`src/rtl/asp_pkg.sv`:
```
// Package: constants and types of the asynchronous serial port
package asp_pkg;
    // ==========================================
    // Register map
    localparam logic [7:0] ADDR_CTRL = 8'h20;
    localparam logic [7:0] ADDR_TPER = 8'h21;
    localparam logic [7:0] ADDR_STAT = 8'h22;
    localparam logic [7:0] ADDR_BUF = 8'h24;
    // ==========================================
    // Control field positions
    localparam int CTL_TXE = 0;
    localparam int CTL_RXE = 1;
    localparam int CTL_STOP2 = 2;
    localparam int CTL_PEN = 3;
    localparam int CTL_EVEN = 4;
    localparam int CTL_RATE_LO = 5;
    localparam logic [7:0] CTRL_RST = 8'h00;
    localparam logic [7:0] TPER_RST = 8'h01;
    // ==========================================
    // Status field positions
    localparam int ST_PARITY_ERROR_FLAG = 7;
    localparam int ST_FRAME_ERROR_FLAG = 6;
    localparam int ST_OERR = 5;
    localparam int ST_RBFL = 4;
    localparam int ST_TEND = 3;
    localparam int ST_TBEP = 2;
    // ==========================================
    // Timing
    localparam longint CLK_HZ = 100_000_000;
    localparam longint BAUD_FAST = 76800;
    localparam int OVERSAMPLE = 16;
    localparam logic [12:0] TICK_DIV0 =
        13'(CLK_HZ / (BAUD_FAST * OVERSAMPLE));
    localparam logic [2:0] RATE_TIMER = 3'h6;
    localparam logic [2:0] RATE_SLOWEST = 3'h5;
    localparam logic [3:0] SMP_FIRST = 4'h7;
    localparam logic [3:0] SMP_LAST = 4'h9;
    localparam logic [3:0] TICK_LAST = 4'hf;
    // ==========================================
    // Types
    typedef enum logic {ASP_TX_IDLE, ASP_TX_SEND} asp_tx_st_t;
    typedef enum logic {ASP_RX_IDLE, ASP_RX_BITS} asp_rx_st_t;
    typedef struct packed {
        logic [7:0] addr;
        logic [7:0] wdata;
        logic wr;
        logic rd;
    } asp_bus_t;
endpackage

```
`src/rtl/asp_top.sv`:
```
// Asynchronous serial port: rate generator, transmitter, receiver, flags
`timescale 1ns/10ps
module asp_top
    import asp_pkg::*;
(
    input wire logic clk,
    input wire logic rst_n,
    input wire asp_bus_t bus,
    output logic [7:0] rdata,
    input wire logic rx_line,
    output logic tx_line,
    output logic tx_interrupt,
    output logic rx_interrupt
);

    // ==========================================
    // State
    typedef struct packed {
        logic [7:0] ctrl;
        logic [7:0] per;
        logic [12:0] div_cnt;
        logic tbep;
        logic tend;
        logic rbfl;
        logic oerr;
        logic parity_error_flag;
        logic frame_error_flag;
        logic tx_arm;
        logic rx_arm;
        logic oerr_seen;
        logic [7:0] thold;
        logic tpend;
        asp_tx_st_t tx_st;
        logic [11:0] tx_frm;
        logic [3:0] tx_left;
        logic [3:0] tx_tk;
        asp_rx_st_t rx_st;
        logic [3:0] rx_tk;
        logic [2:0] rx_smp;
        logic [3:0] rx_n;
        logic [7:0] rx_d;
        logic rx_par;
        logic [7:0] rbuf;
        logic [7:0] rdata;
        logic tx_line;
        logic tx_int;
        logic rx_int;
    } asp_state_t;

    asp_state_t s_r;
    asp_state_t s_nxt;

    // ==========================================
    // Helpers
    function automatic logic [12:0] rate_div(input logic [2:0] code,
                                              input logic [7:0] per);
        begin
            if (code == RATE_TIMER) begin
                rate_div = (per == 8'h00) ? 13'h0001 : {5'h00, per};
            end else if (code <= RATE_SLOWEST) begin
                rate_div = TICK_DIV0 << code;
            end else begin
                rate_div = 13'h0000;
            end
        end
    endfunction

    function automatic logic maj3(input logic [2:0] v);
        begin
            maj3 = (v[0] & v[1]) | (v[0] & v[2]) | (v[1] & v[2]);
        end
    endfunction

    logic [2:0] rate_code;
    logic [12:0] div_val;
    logic tick;
    logic rx_v;
    logic [3:0] rx_stop_n;
    logic tx_par;

    assign rate_code = s_r.ctrl[CTL_RATE_LO +: 3];
    assign div_val = rate_div(rate_code, s_r.per);
    // Code 111 stops the rate generator, so nothing shifts
    assign tick = (div_val != 13'h0000) && (s_r.div_cnt >= div_val - 13'h0001);
    assign rx_v = maj3(s_r.rx_smp);
    assign rx_stop_n = s_r.ctrl[CTL_PEN] ? 4'ha : 4'h9;
    assign tx_par = s_r.ctrl[CTL_EVEN] ? ^s_r.thold : ~^s_r.thold;

    // ==========================================
    // Next state
    always_comb begin
        s_nxt = s_r;
        s_nxt.tx_int = 1'b0;
        s_nxt.rx_int = 1'b0;

        // Oversample tick generator
        if (tick || div_val == 13'h0000) begin
            s_nxt.div_cnt = 13'h0000;
        end else begin
            s_nxt.div_cnt = s_r.div_cnt + 13'h0001;
        end

        // Bus: reads and their clearing side effects come before hardware
        // sets below, so an event in the clearing cycle is kept
        s_nxt.rdata = 8'h00;
        if (bus.rd) begin
            case (bus.addr)
                ADDR_CTRL: begin
                    s_nxt.rdata = s_r.ctrl;
                end
                ADDR_TPER: begin
                    s_nxt.rdata = s_r.per;
                end
                ADDR_STAT: begin
                    s_nxt.rdata = {s_r.parity_error_flag, s_r.frame_error_flag, s_r.oerr, s_r.rbfl,
                                   s_r.tend, s_r.tbep, 2'b00};
                    s_nxt.tx_arm = 1'b1;
                    s_nxt.rx_arm = 1'b1;
                    s_nxt.oerr_seen = s_r.oerr;
                end
                ADDR_BUF: begin
                    s_nxt.rdata = s_r.rbuf;
                    if (s_r.rx_arm) begin
                        s_nxt.rbfl = 1'b0;
                        s_nxt.parity_error_flag = 1'b0;
                        s_nxt.frame_error_flag = 1'b0;
                        if (s_r.oerr_seen) begin
                            s_nxt.oerr = 1'b0;
                        end
                    end
                    s_nxt.rx_arm = 1'b0;
                end
                default: begin
                    s_nxt.rdata = 8'h00;
                end
            endcase
        end

        // Transmitter
        case (s_r.tx_st)
            ASP_TX_IDLE: begin
                s_nxt.tx_line = 1'b1;
                if (s_r.tpend && s_r.ctrl[CTL_TXE] && tick) begin
                    if (s_r.ctrl[CTL_PEN]) begin
                        s_nxt.tx_frm = {2'b11, tx_par, s_r.thold, 1'b0};
                    end else begin
                        s_nxt.tx_frm = {3'b111, s_r.thold, 1'b0};
                    end
                    s_nxt.tx_left = 4'ha + {3'b000, s_r.ctrl[CTL_PEN]}
                        + {3'b000, s_r.ctrl[CTL_STOP2]};
                    s_nxt.tx_tk = 4'h0;
                    s_nxt.tx_line = 1'b0;
                    s_nxt.tpend = 1'b0;
                    s_nxt.tbep = 1'b1;
                    s_nxt.tx_int = 1'b1;
                    s_nxt.tend = 1'b0;
                    s_nxt.tx_st = ASP_TX_SEND;
                end
            end
            ASP_TX_SEND: begin
                if (tick) begin
                    s_nxt.tx_tk = s_r.tx_tk + 4'h1;
                    if (s_r.tx_tk == TICK_LAST) begin
                        s_nxt.tx_frm = {1'b1, s_r.tx_frm[11:1]};
                        s_nxt.tx_left = s_r.tx_left - 4'h1;
                        s_nxt.tx_line = s_r.tx_frm[1];
                        if (s_r.tx_left == 4'h1) begin
                            s_nxt.tx_line = 1'b1;
                            s_nxt.tx_st = ASP_TX_IDLE;
                            if (!s_r.tpend) begin
                                s_nxt.tend = 1'b1;
                            end
                        end
                    end
                end
            end
            default: begin
                s_nxt.tx_st = ASP_TX_IDLE;
            end
        endcase

        // Receiver
        case (s_r.rx_st)
            ASP_RX_IDLE: begin
                // Enable is only looked at here, so a disable waits for frame end
                if (tick && !rx_line && s_r.ctrl[CTL_RXE] && !s_r.oerr) begin
                    s_nxt.rx_st = ASP_RX_BITS;
                    s_nxt.rx_tk = 4'h1;
                    s_nxt.rx_n = 4'h0;
                end
            end
            ASP_RX_BITS: begin
                if (tick) begin
                    s_nxt.rx_tk = s_r.rx_tk + 4'h1;
                    if (s_r.rx_tk >= SMP_FIRST && s_r.rx_tk <= SMP_LAST) begin
                        s_nxt.rx_smp = {s_r.rx_smp[1:0], rx_line};
                    end
                    if (s_r.rx_tk == TICK_LAST) begin
                        s_nxt.rx_n = s_r.rx_n + 4'h1;
                        if (s_r.rx_n == 4'h0) begin
                            // A glitch that votes high is not a start bit
                            if (rx_v) begin
                                s_nxt.rx_st = ASP_RX_IDLE;
                            end
                        end else if (s_r.rx_n <= 4'h8) begin
                            s_nxt.rx_d = {rx_v, s_r.rx_d[7:1]};
                        end else if (s_r.rx_n < rx_stop_n) begin
                            s_nxt.rx_par = rx_v;
                        end else begin
                            s_nxt.rx_st = ASP_RX_IDLE;
                            if (!rx_v) begin
                                s_nxt.frame_error_flag = 1'b1;
                            end
                            if (s_r.rbfl) begin
                                s_nxt.oerr = 1'b1;
                            end else begin
                                s_nxt.rbuf = s_r.rx_d;
                                s_nxt.rbfl = 1'b1;
                                s_nxt.rx_int = 1'b1;
                                if (s_r.ctrl[CTL_PEN] && s_r.rx_par !=
                                    (s_r.ctrl[CTL_EVEN] ? ^s_r.rx_d : ~^s_r.rx_d)) begin
                                    s_nxt.parity_error_flag = 1'b1;
                                end
                            end
                        end
                    end
                end
            end
            default: begin
                s_nxt.rx_st = ASP_RX_IDLE;
            end
        endcase

        // Bus writes; a byte written after a status read with the transmitter enabled makes the holding buffer full again
        if (bus.wr) begin
            case (bus.addr)
                ADDR_CTRL: begin
                    s_nxt.ctrl = bus.wdata;
                end
                ADDR_TPER: begin
                    s_nxt.per = bus.wdata;
                end
                ADDR_BUF: begin
                    if (s_r.tx_arm && s_r.ctrl[CTL_TXE]) begin
                        s_nxt.thold = bus.wdata;
                        s_nxt.tpend = 1'b1;
                        s_nxt.tbep = 1'b0;
                    end
                    s_nxt.tx_arm = 1'b0;
                end
                default: begin
                    s_nxt.tx_arm = s_nxt.tx_arm;
                end
            endcase
        end
    end

    // ==========================================
    // Registers
    always_ff @(posedge clk) begin
        if (!rst_n) begin
            s_r <= '0;
            s_r.ctrl <= CTRL_RST;
            s_r.per <= TPER_RST;
            s_r.tbep <= 1'b1;
            s_r.tend <= 1'b1;
            s_r.tx_line <= 1'b1;
            s_r.tx_frm <= 12'hfff;
            s_r.tx_st <= ASP_TX_IDLE;
            s_r.rx_st <= ASP_RX_IDLE;
        end else begin
            s_r <= s_nxt;
        end
    end

    assign rdata = s_r.rdata;
    assign tx_line = s_r.tx_line;
    assign tx_interrupt = s_r.tx_int;
    assign rx_interrupt = s_r.rx_int;
endmodule

```
`config.mk`:
```
export PLATFORM = sky130hd
export DESIGN_NAME = asp_top
export DESIGN_NICKNAME = d
export VERILOG_FILES = /design/src/rtl/asp_pkg.sv /design/src/rtl/asp_top.sv
export SDC_FILE = /design/constraint.sdc
export NUM_CORES = 1
export LEC_CHECK = 0
export ABC_AREA = 1
export BUFFER_PORTS_ARGS = -buffer_cell sky130_fd_sc_hd__buf_2
export CORE_ASPECT_RATIO = 1.1
export CORE_MARGIN = 8
export CORE_UTILIZATION = 61
export DETAILED_ROUTE_END_ITERATION = 10
export PLACE_DENSITY = 0.8
export SYNTH_ARGS = -nofsm -noshare
export SYNTH_HDL_FRONTEND = slang
export SYNTH_SLANG_ARGS = --single-unit
```
`constraint.sdc`:
```
create_clock -name clk -period 4.5 [get_ports clk]
set_input_delay 0.9 -clock clk [delete_from_list [all_inputs] [get_ports clk]]
set_output_delay 0.9 -clock clk [all_outputs]
set_load 0.005 [all_outputs]
```
## Word-level counts from Yosys, hierarchy flattened

Index checks and enable logic that the tools add are counted.

- Register bits after elaboration: 108
- Bits of input ports: 21
- Output and inout port bits: 11
- Logic and storage cells: 186

- Add/subtract/negate cells: 8
- Magnitude comparators: 6
- Equal/unequal tests: 17
- Shift operators: 1
- Mux-type cells: 71
- Bitwise operators: 14
- Reduce and logical (&&, ||, !) cells: 40

Operators with widths:

| operator | count |
|---|---|
| 2-to-1 mux 21 bit | 2 |
| case mux 21 bit (2 select lines) | 1 |
| 2-to-1 mux 4 bit | 9 |
| 2-to-1 mux 1 bit | 35 |
| 2-to-1 mux 17 bit | 2 |
| == test 8 x 6 -> 1 bit, second input constant | 4 |
| 2-to-1 mux 8 bit | 4 |
| case mux 8 bit (4 select lines) | 1 |
| 2-to-1 mux 29 bit | 1 |
| 2-to-1 mux 13 bit | 2 |
| 2-to-1 mux 22 bit | 1 |
| AND reduction 2 bit | 8 |
| XNOR reduction 8 bit | 2 |
| XOR reduction 8 bit | 2 |
| adder 13 x 1 -> 13 bit, second input constant | 1 |
| >= comparator 13 bit | 1 |
| zero test 13 bit | 1 |
| nonzero test 13 bit | 1 |
| left shift 7 x 3 -> 13 bit, first input constant | 1 |
| subtractor 13 x 1 -> 13 bit, second input constant | 1 |
| adder 4 x 1 -> 4 bit, second input constant | 3 |
| AND reduction 3 bit | 4 |
| 2-to-1 mux 10 bit | 1 |
| inequality test 2 x 1 -> 1 bit, second input constant | 5 |
| other kinds (34) | 64 |

## Longest topological paths before layout

- Word-level depth: 12
- Depth in mapped cells: 28
- Mapped depth without buffers: 27

## Least setup slack after synthesis

OpenSTA, ideal clock, no wires.

- Path kind: register to register
- Start: register s_r[96] (netlist bit)
- End: register s_r[26] (netlist bit)
- Library setup time: 0.113 ns
- Arrival time: 3.099 ns
- Data required time: 4.387 ns
- Slack: 1.288 ns
- Stages on the path, launching flop included: 29
- Path through: dfxtp_1 -> inv_1 -> nand3_1 -> nor3_1 -> a31o_2 -> nand2_1 -> o21ai_0 -> inv_1 -> ha_1 -> nand2_1 -> nor2_1 -> nand3_1 -> o21ai_0 -> inv_1 -> ha_1 -> nand2_1 -> nor2_1 -> nand2_1 -> nor2_1 -> nor2_1 -> nand3_1 -> nand2_4 -> nor2_8 -> nand2_4 -> nor2_8 -> buf_6 -> nand2_1 -> nand2_1 -> nor2_1

- Word-level cells in the longest chain between the ends: 7
- Elaborated cells between the ends (all ways): 8
- Those cells by class: add/sub: 1; order compare: 1; mux: 2; reduce/logical: 4

RTL lines:

| element | line | text |
|---|---|---|
| start, declared | asp_top.sv:50 | `asp_state_t s_r;` |
| start signal, assigned | asp_top.sv:272 | `s_r <= s_nxt;` |
| zero test 8 bit | asp_top.sv:59 | `rate_div = (per == 8'h00) ? 13'h0001 : {5'h00, per};` |
| 2-to-1 mux 8 bit * | asp_top.sv:59 |  |
| 2-to-1 mux 13 bit * | asp_top.sv:58 | `if (code == RATE_TIMER) begin` |
| subtractor 13 x 1 -> 13 bit | asp_top.sv:84 | `assign tick = (div_val != 13'h0000) && (s_r.div_cnt >= div_val - 13'h0001);` |
| >= comparator 13 bit | asp_top.sv:84 |  |
| logical AND 1 bit * | asp_top.sv:84 |  |
| AND reduction 5 bit (no source line) * | n/a |  |

Every way passes the cells marked *; elsewhere a longest branch is shown, timed or not.
A chain may end at the register's enable or synchronous reset.

## Worst setup path in the final report

- Start: register s_r (netlist bit rate_code[0])
- End: register s_r[40] (netlist bit)

- Word-level cells in the longest chain between the ends: 9
- Elaborated cells between the ends (all ways): 13
- Those cells by class: add/sub: 1; order compare: 2; eq/ne: 3; shift: 1; mux: 2; reduce/logical: 4

RTL lines:

| element | line | text |
|---|---|---|
| <= comparator 3 bit / left shift 7 x 3 -> 13 bit (equally long branches) | asp_top.sv:60, asp_top.sv:61 |  |
| 2-to-1 mux 13 bit | asp_top.sv:60 | `end else if (code <= RATE_SLOWEST) begin` |
| 2-to-1 mux 13 bit * | asp_top.sv:58 |  |
| subtractor 13 x 1 -> 13 bit | asp_top.sv:84 |  |
| >= comparator 13 bit | asp_top.sv:84 |  |
| logical AND 1 bit * | asp_top.sv:84 |  |
| logical AND 1 bit | asp_top.sv:143 | `if (s_r.tpend && s_r.ctrl[CTL_TXE] && tick) begin` |
| inequality test 2 bit (no source line) | n/a |  |
| AND reduction 2 bit (no source line) * | n/a |  |

Marks and branches as above.

==> out/summary.txt <==
P&R area growth vs syn: 6.21%
Mapped Area: 0.00566 sq mm
DRT iter0 DRCs: 312
Die height: 117 um
Prevailing post-synth register cell: dfxtp_1
Setup TNS: 0 ns
Cell leakage power: 2.59 nW
Cell variety after synth: 45
Post-DP HPWL: 9530 um
RSZ-0062 raised after global routing: no
Filler cell count: 826
Longest Clk Path Bufs: 2
Share of layout cells above drive strength 1: 0.0923
Hold Vio Cnt, Final: 0
Maximum vdd ir drop: 0.167 mV
CP max-delay cell: dfxtp_1
Post-synthesis cell count: 791
Vias in the first global route: 4655
Post-synth EDFFs: 0
Initial core utilization: 0.614
Max-Cap Viols: 0
Place WS: 0.477 ns
YS warnings: 0
Number of synthesized register bits: 107
Final setup fails: 0
Slew at the pin closest to its max-slew limit: 0.840 ns
Crit Path Max Fanout: 13
Most common cell after layout, fill and taps aside: nand2_1
Sink Count: 107
Critical path arrival: 4.25 ns
Htree depth: 3
Routability cong.: 0.923
DR pass1 iterations: 5
Largest net degree at the start of global routing: 36
Synth async-reset ratio: 0
I/O pin count: 32
Worst Hold Class: register to register
Antenna-violating nets left: 0
Clock transition at path regs: 0.10 ns
Final Util: 0.652
Vias: 4991
Multi-input gate area in the final layout: 0.00294 sq mm
Vias per Instance: 5.37
Avg Inst Size Synth: 7.15 sq um
PwrDens: 268 mW/mm^2
Diodes inserted: 0
Residual DRC count: 0
CP top delay family: simple AND/OR/NAND/NOR gates
Startpoint types: register
Cell taking the most area after synthesis: dfxtp_1
Die W: 108 um
Critical-path cell list: inv_2 > nand2_1 > nor2_1 > nand2_1 > o21ai_0 > inv_1 > ha_1 > nand2_1 > nor2_1 > nand3_1 > o21ai_0 > inv_1 > ha_1 > nand2_1 > nor2_1 > nand2_1 > nor2_1 > nor2_1 > nand3_1 > nand4_2 > inv_2 > nor2_1 > a21oi_1 > nor2_1
WL met2: 5920 um
Largest cells by area after synthesis: dfxtp_1 (38%), nand2_1 (10%), inv_1 (6.9%), nor2_1 (6.8%), ha_1 (5.7%)
Die area: 0.0126 sq mm
Synth top area share: 0.379
Critical path's largest stage delay: 0.54 ns
Critical Path Sink Type: register
Port bufs: 31
Fmax: 0.251 GHz
Crit Path Class: register to register
CP bufs+invs: 4
Worst skew pair latency: 0.38 ns
Status: finished, final reports clean
Synth Net Count: 838
Final Skew: 0.0121 ns
First-pass GRT wire length: 21300 um
DR top layer: met4
Clock Tree Root: clkbuf_8
Total Routing Usage GR: 0.208
Final Max Tran Viols: 0
Met1 WL: 5920 um
Period minus WS final: 3.99 ns
Initial antenna violation count: 0
Core ar.: 0.00921 sq mm
Clock buffers created by TritonCTS: 9
TritonCTS clock tree: yes
Setup ws final: 0.511 ns
Worst slew margin: 0.438
Met3 wire len: 554 um
Commonest non-fill, non-tap cells in the layout: nand2_1 (151), dfxtp_1 (107), inv_1 (104)
Setup Fix Bufs, Post-CTS: 0
Routed wire length: 12700 um
WL per Instance: 13.6 um
GR Overflow Total: 0
WP data required: 4.76 ns
Sequential Area: 0.00214 sq mm
Worst path most repeated cell: nor2_1
Site Rows: 37
Post-synthesis sequential area ratio: 0.379
Layout Nets: 855
Period utilization: 0.887
[logic make-up (layout without fill, tap and decap cells)]
group	Yosys count	after routing	synth area share
buf+inv	138	160	0.103
simple gates	353	353	0.278
flops	107	107	0.379
fa+ha+maj	26	26	0.0575
compound gates	137	137	0.136
xor+xnor	30	30	0.0464
[Yosys cell counts, types with 5 or more instances]
library cell	number
nand4_1	7
inv_1	104
xnor2_1	10
a221oi_1	6
xor2_1	20
dfxtp_1	107
buf_4	11
nand3_1	49
a21oi_1	61
o22ai_1	5
a211oi_1	5
nand2_1	151
ha_1	26
o21ai_0	42
nor3_1	14
a31oi_1	5
nor2_1	103
clkbuf_1	11
[flip-flops by register name (all words and copies together), names as in the netlist]
register      count
rdata             8
tx_interrupt      1
tx_line           1
rx_interrupt      1
s_r              93
rate_code         3
[what timing repair did]
action	in CTS	in global routing
hold buffers	0	0
endpoints found under the setup margin	0	5
resized for setup	0	1
[worst register-to-register path: cells and delay by family, from the launching register on]
family | cells | cell delay, ns
buffers and inverters | 4 | 0.67
AOI/OAI and AO/OA | 3 | 0.35
adders and majority gates | 2 | 0.50
DFF | 1 | 0.54
and+or+nand+nor | 15 | 1.82
[through the flow]
step,cells,total power [mW],hold slack (ns),cell area [sq um]
floorplan,791,1.01,0.420,5660
global placement,914,1.03,0.433,5810
detailed placement,914,1.03,0.441,5810
CTS,930,1.61,0.463,6000
global route,930,1.66,0.488,6010
finish,930,1.61,0.457,6010
[layout make-up]
cell class	count	share of cell area
Multi-Input combinational cell	546	0.489
Tap cell	117	0.0244
Clock buffer	11	0.0235
Sequential cell	107	0.356
Timing Repair Buffer	34	0.0296
Clock inverter	5	0.00874
Inverter	110	0.0687
[power by group]
| part | switching (mW) | internal (mW) |
|---|---|---|
| clock network | 0.332 | 0.270 |
| registers | 0.00244 | 0.949 |
| logic | 0.0375 | 0.0175 |
| total | 0.372 | 1.24 |
[routing by layer]
layer / vias up / GRT usage
met5: - / 0
li1: 2582 / -
met2: 112 / 0.348
met3: 21 / 0.0389
met1: 2276 / 0.257
met4: 0 / 0.0833
[worst paths after layout]
| check | from | to | slack, ns | depth (start not counted) |
|---|---|---|---|---|
| max | rate_code[0] | s_r[40] | 0.51 | 24 |
| min reg2reg | s_r[70] | s_r[70] | 0.46 | 2 |
| min | s_r[70] | s_r[70] | 0.46 | 2 |
| max reg2reg | rate_code[0] | s_r[40] | 0.51 | 24 |
Note: power is estimated with default switching activity, not from simulation.
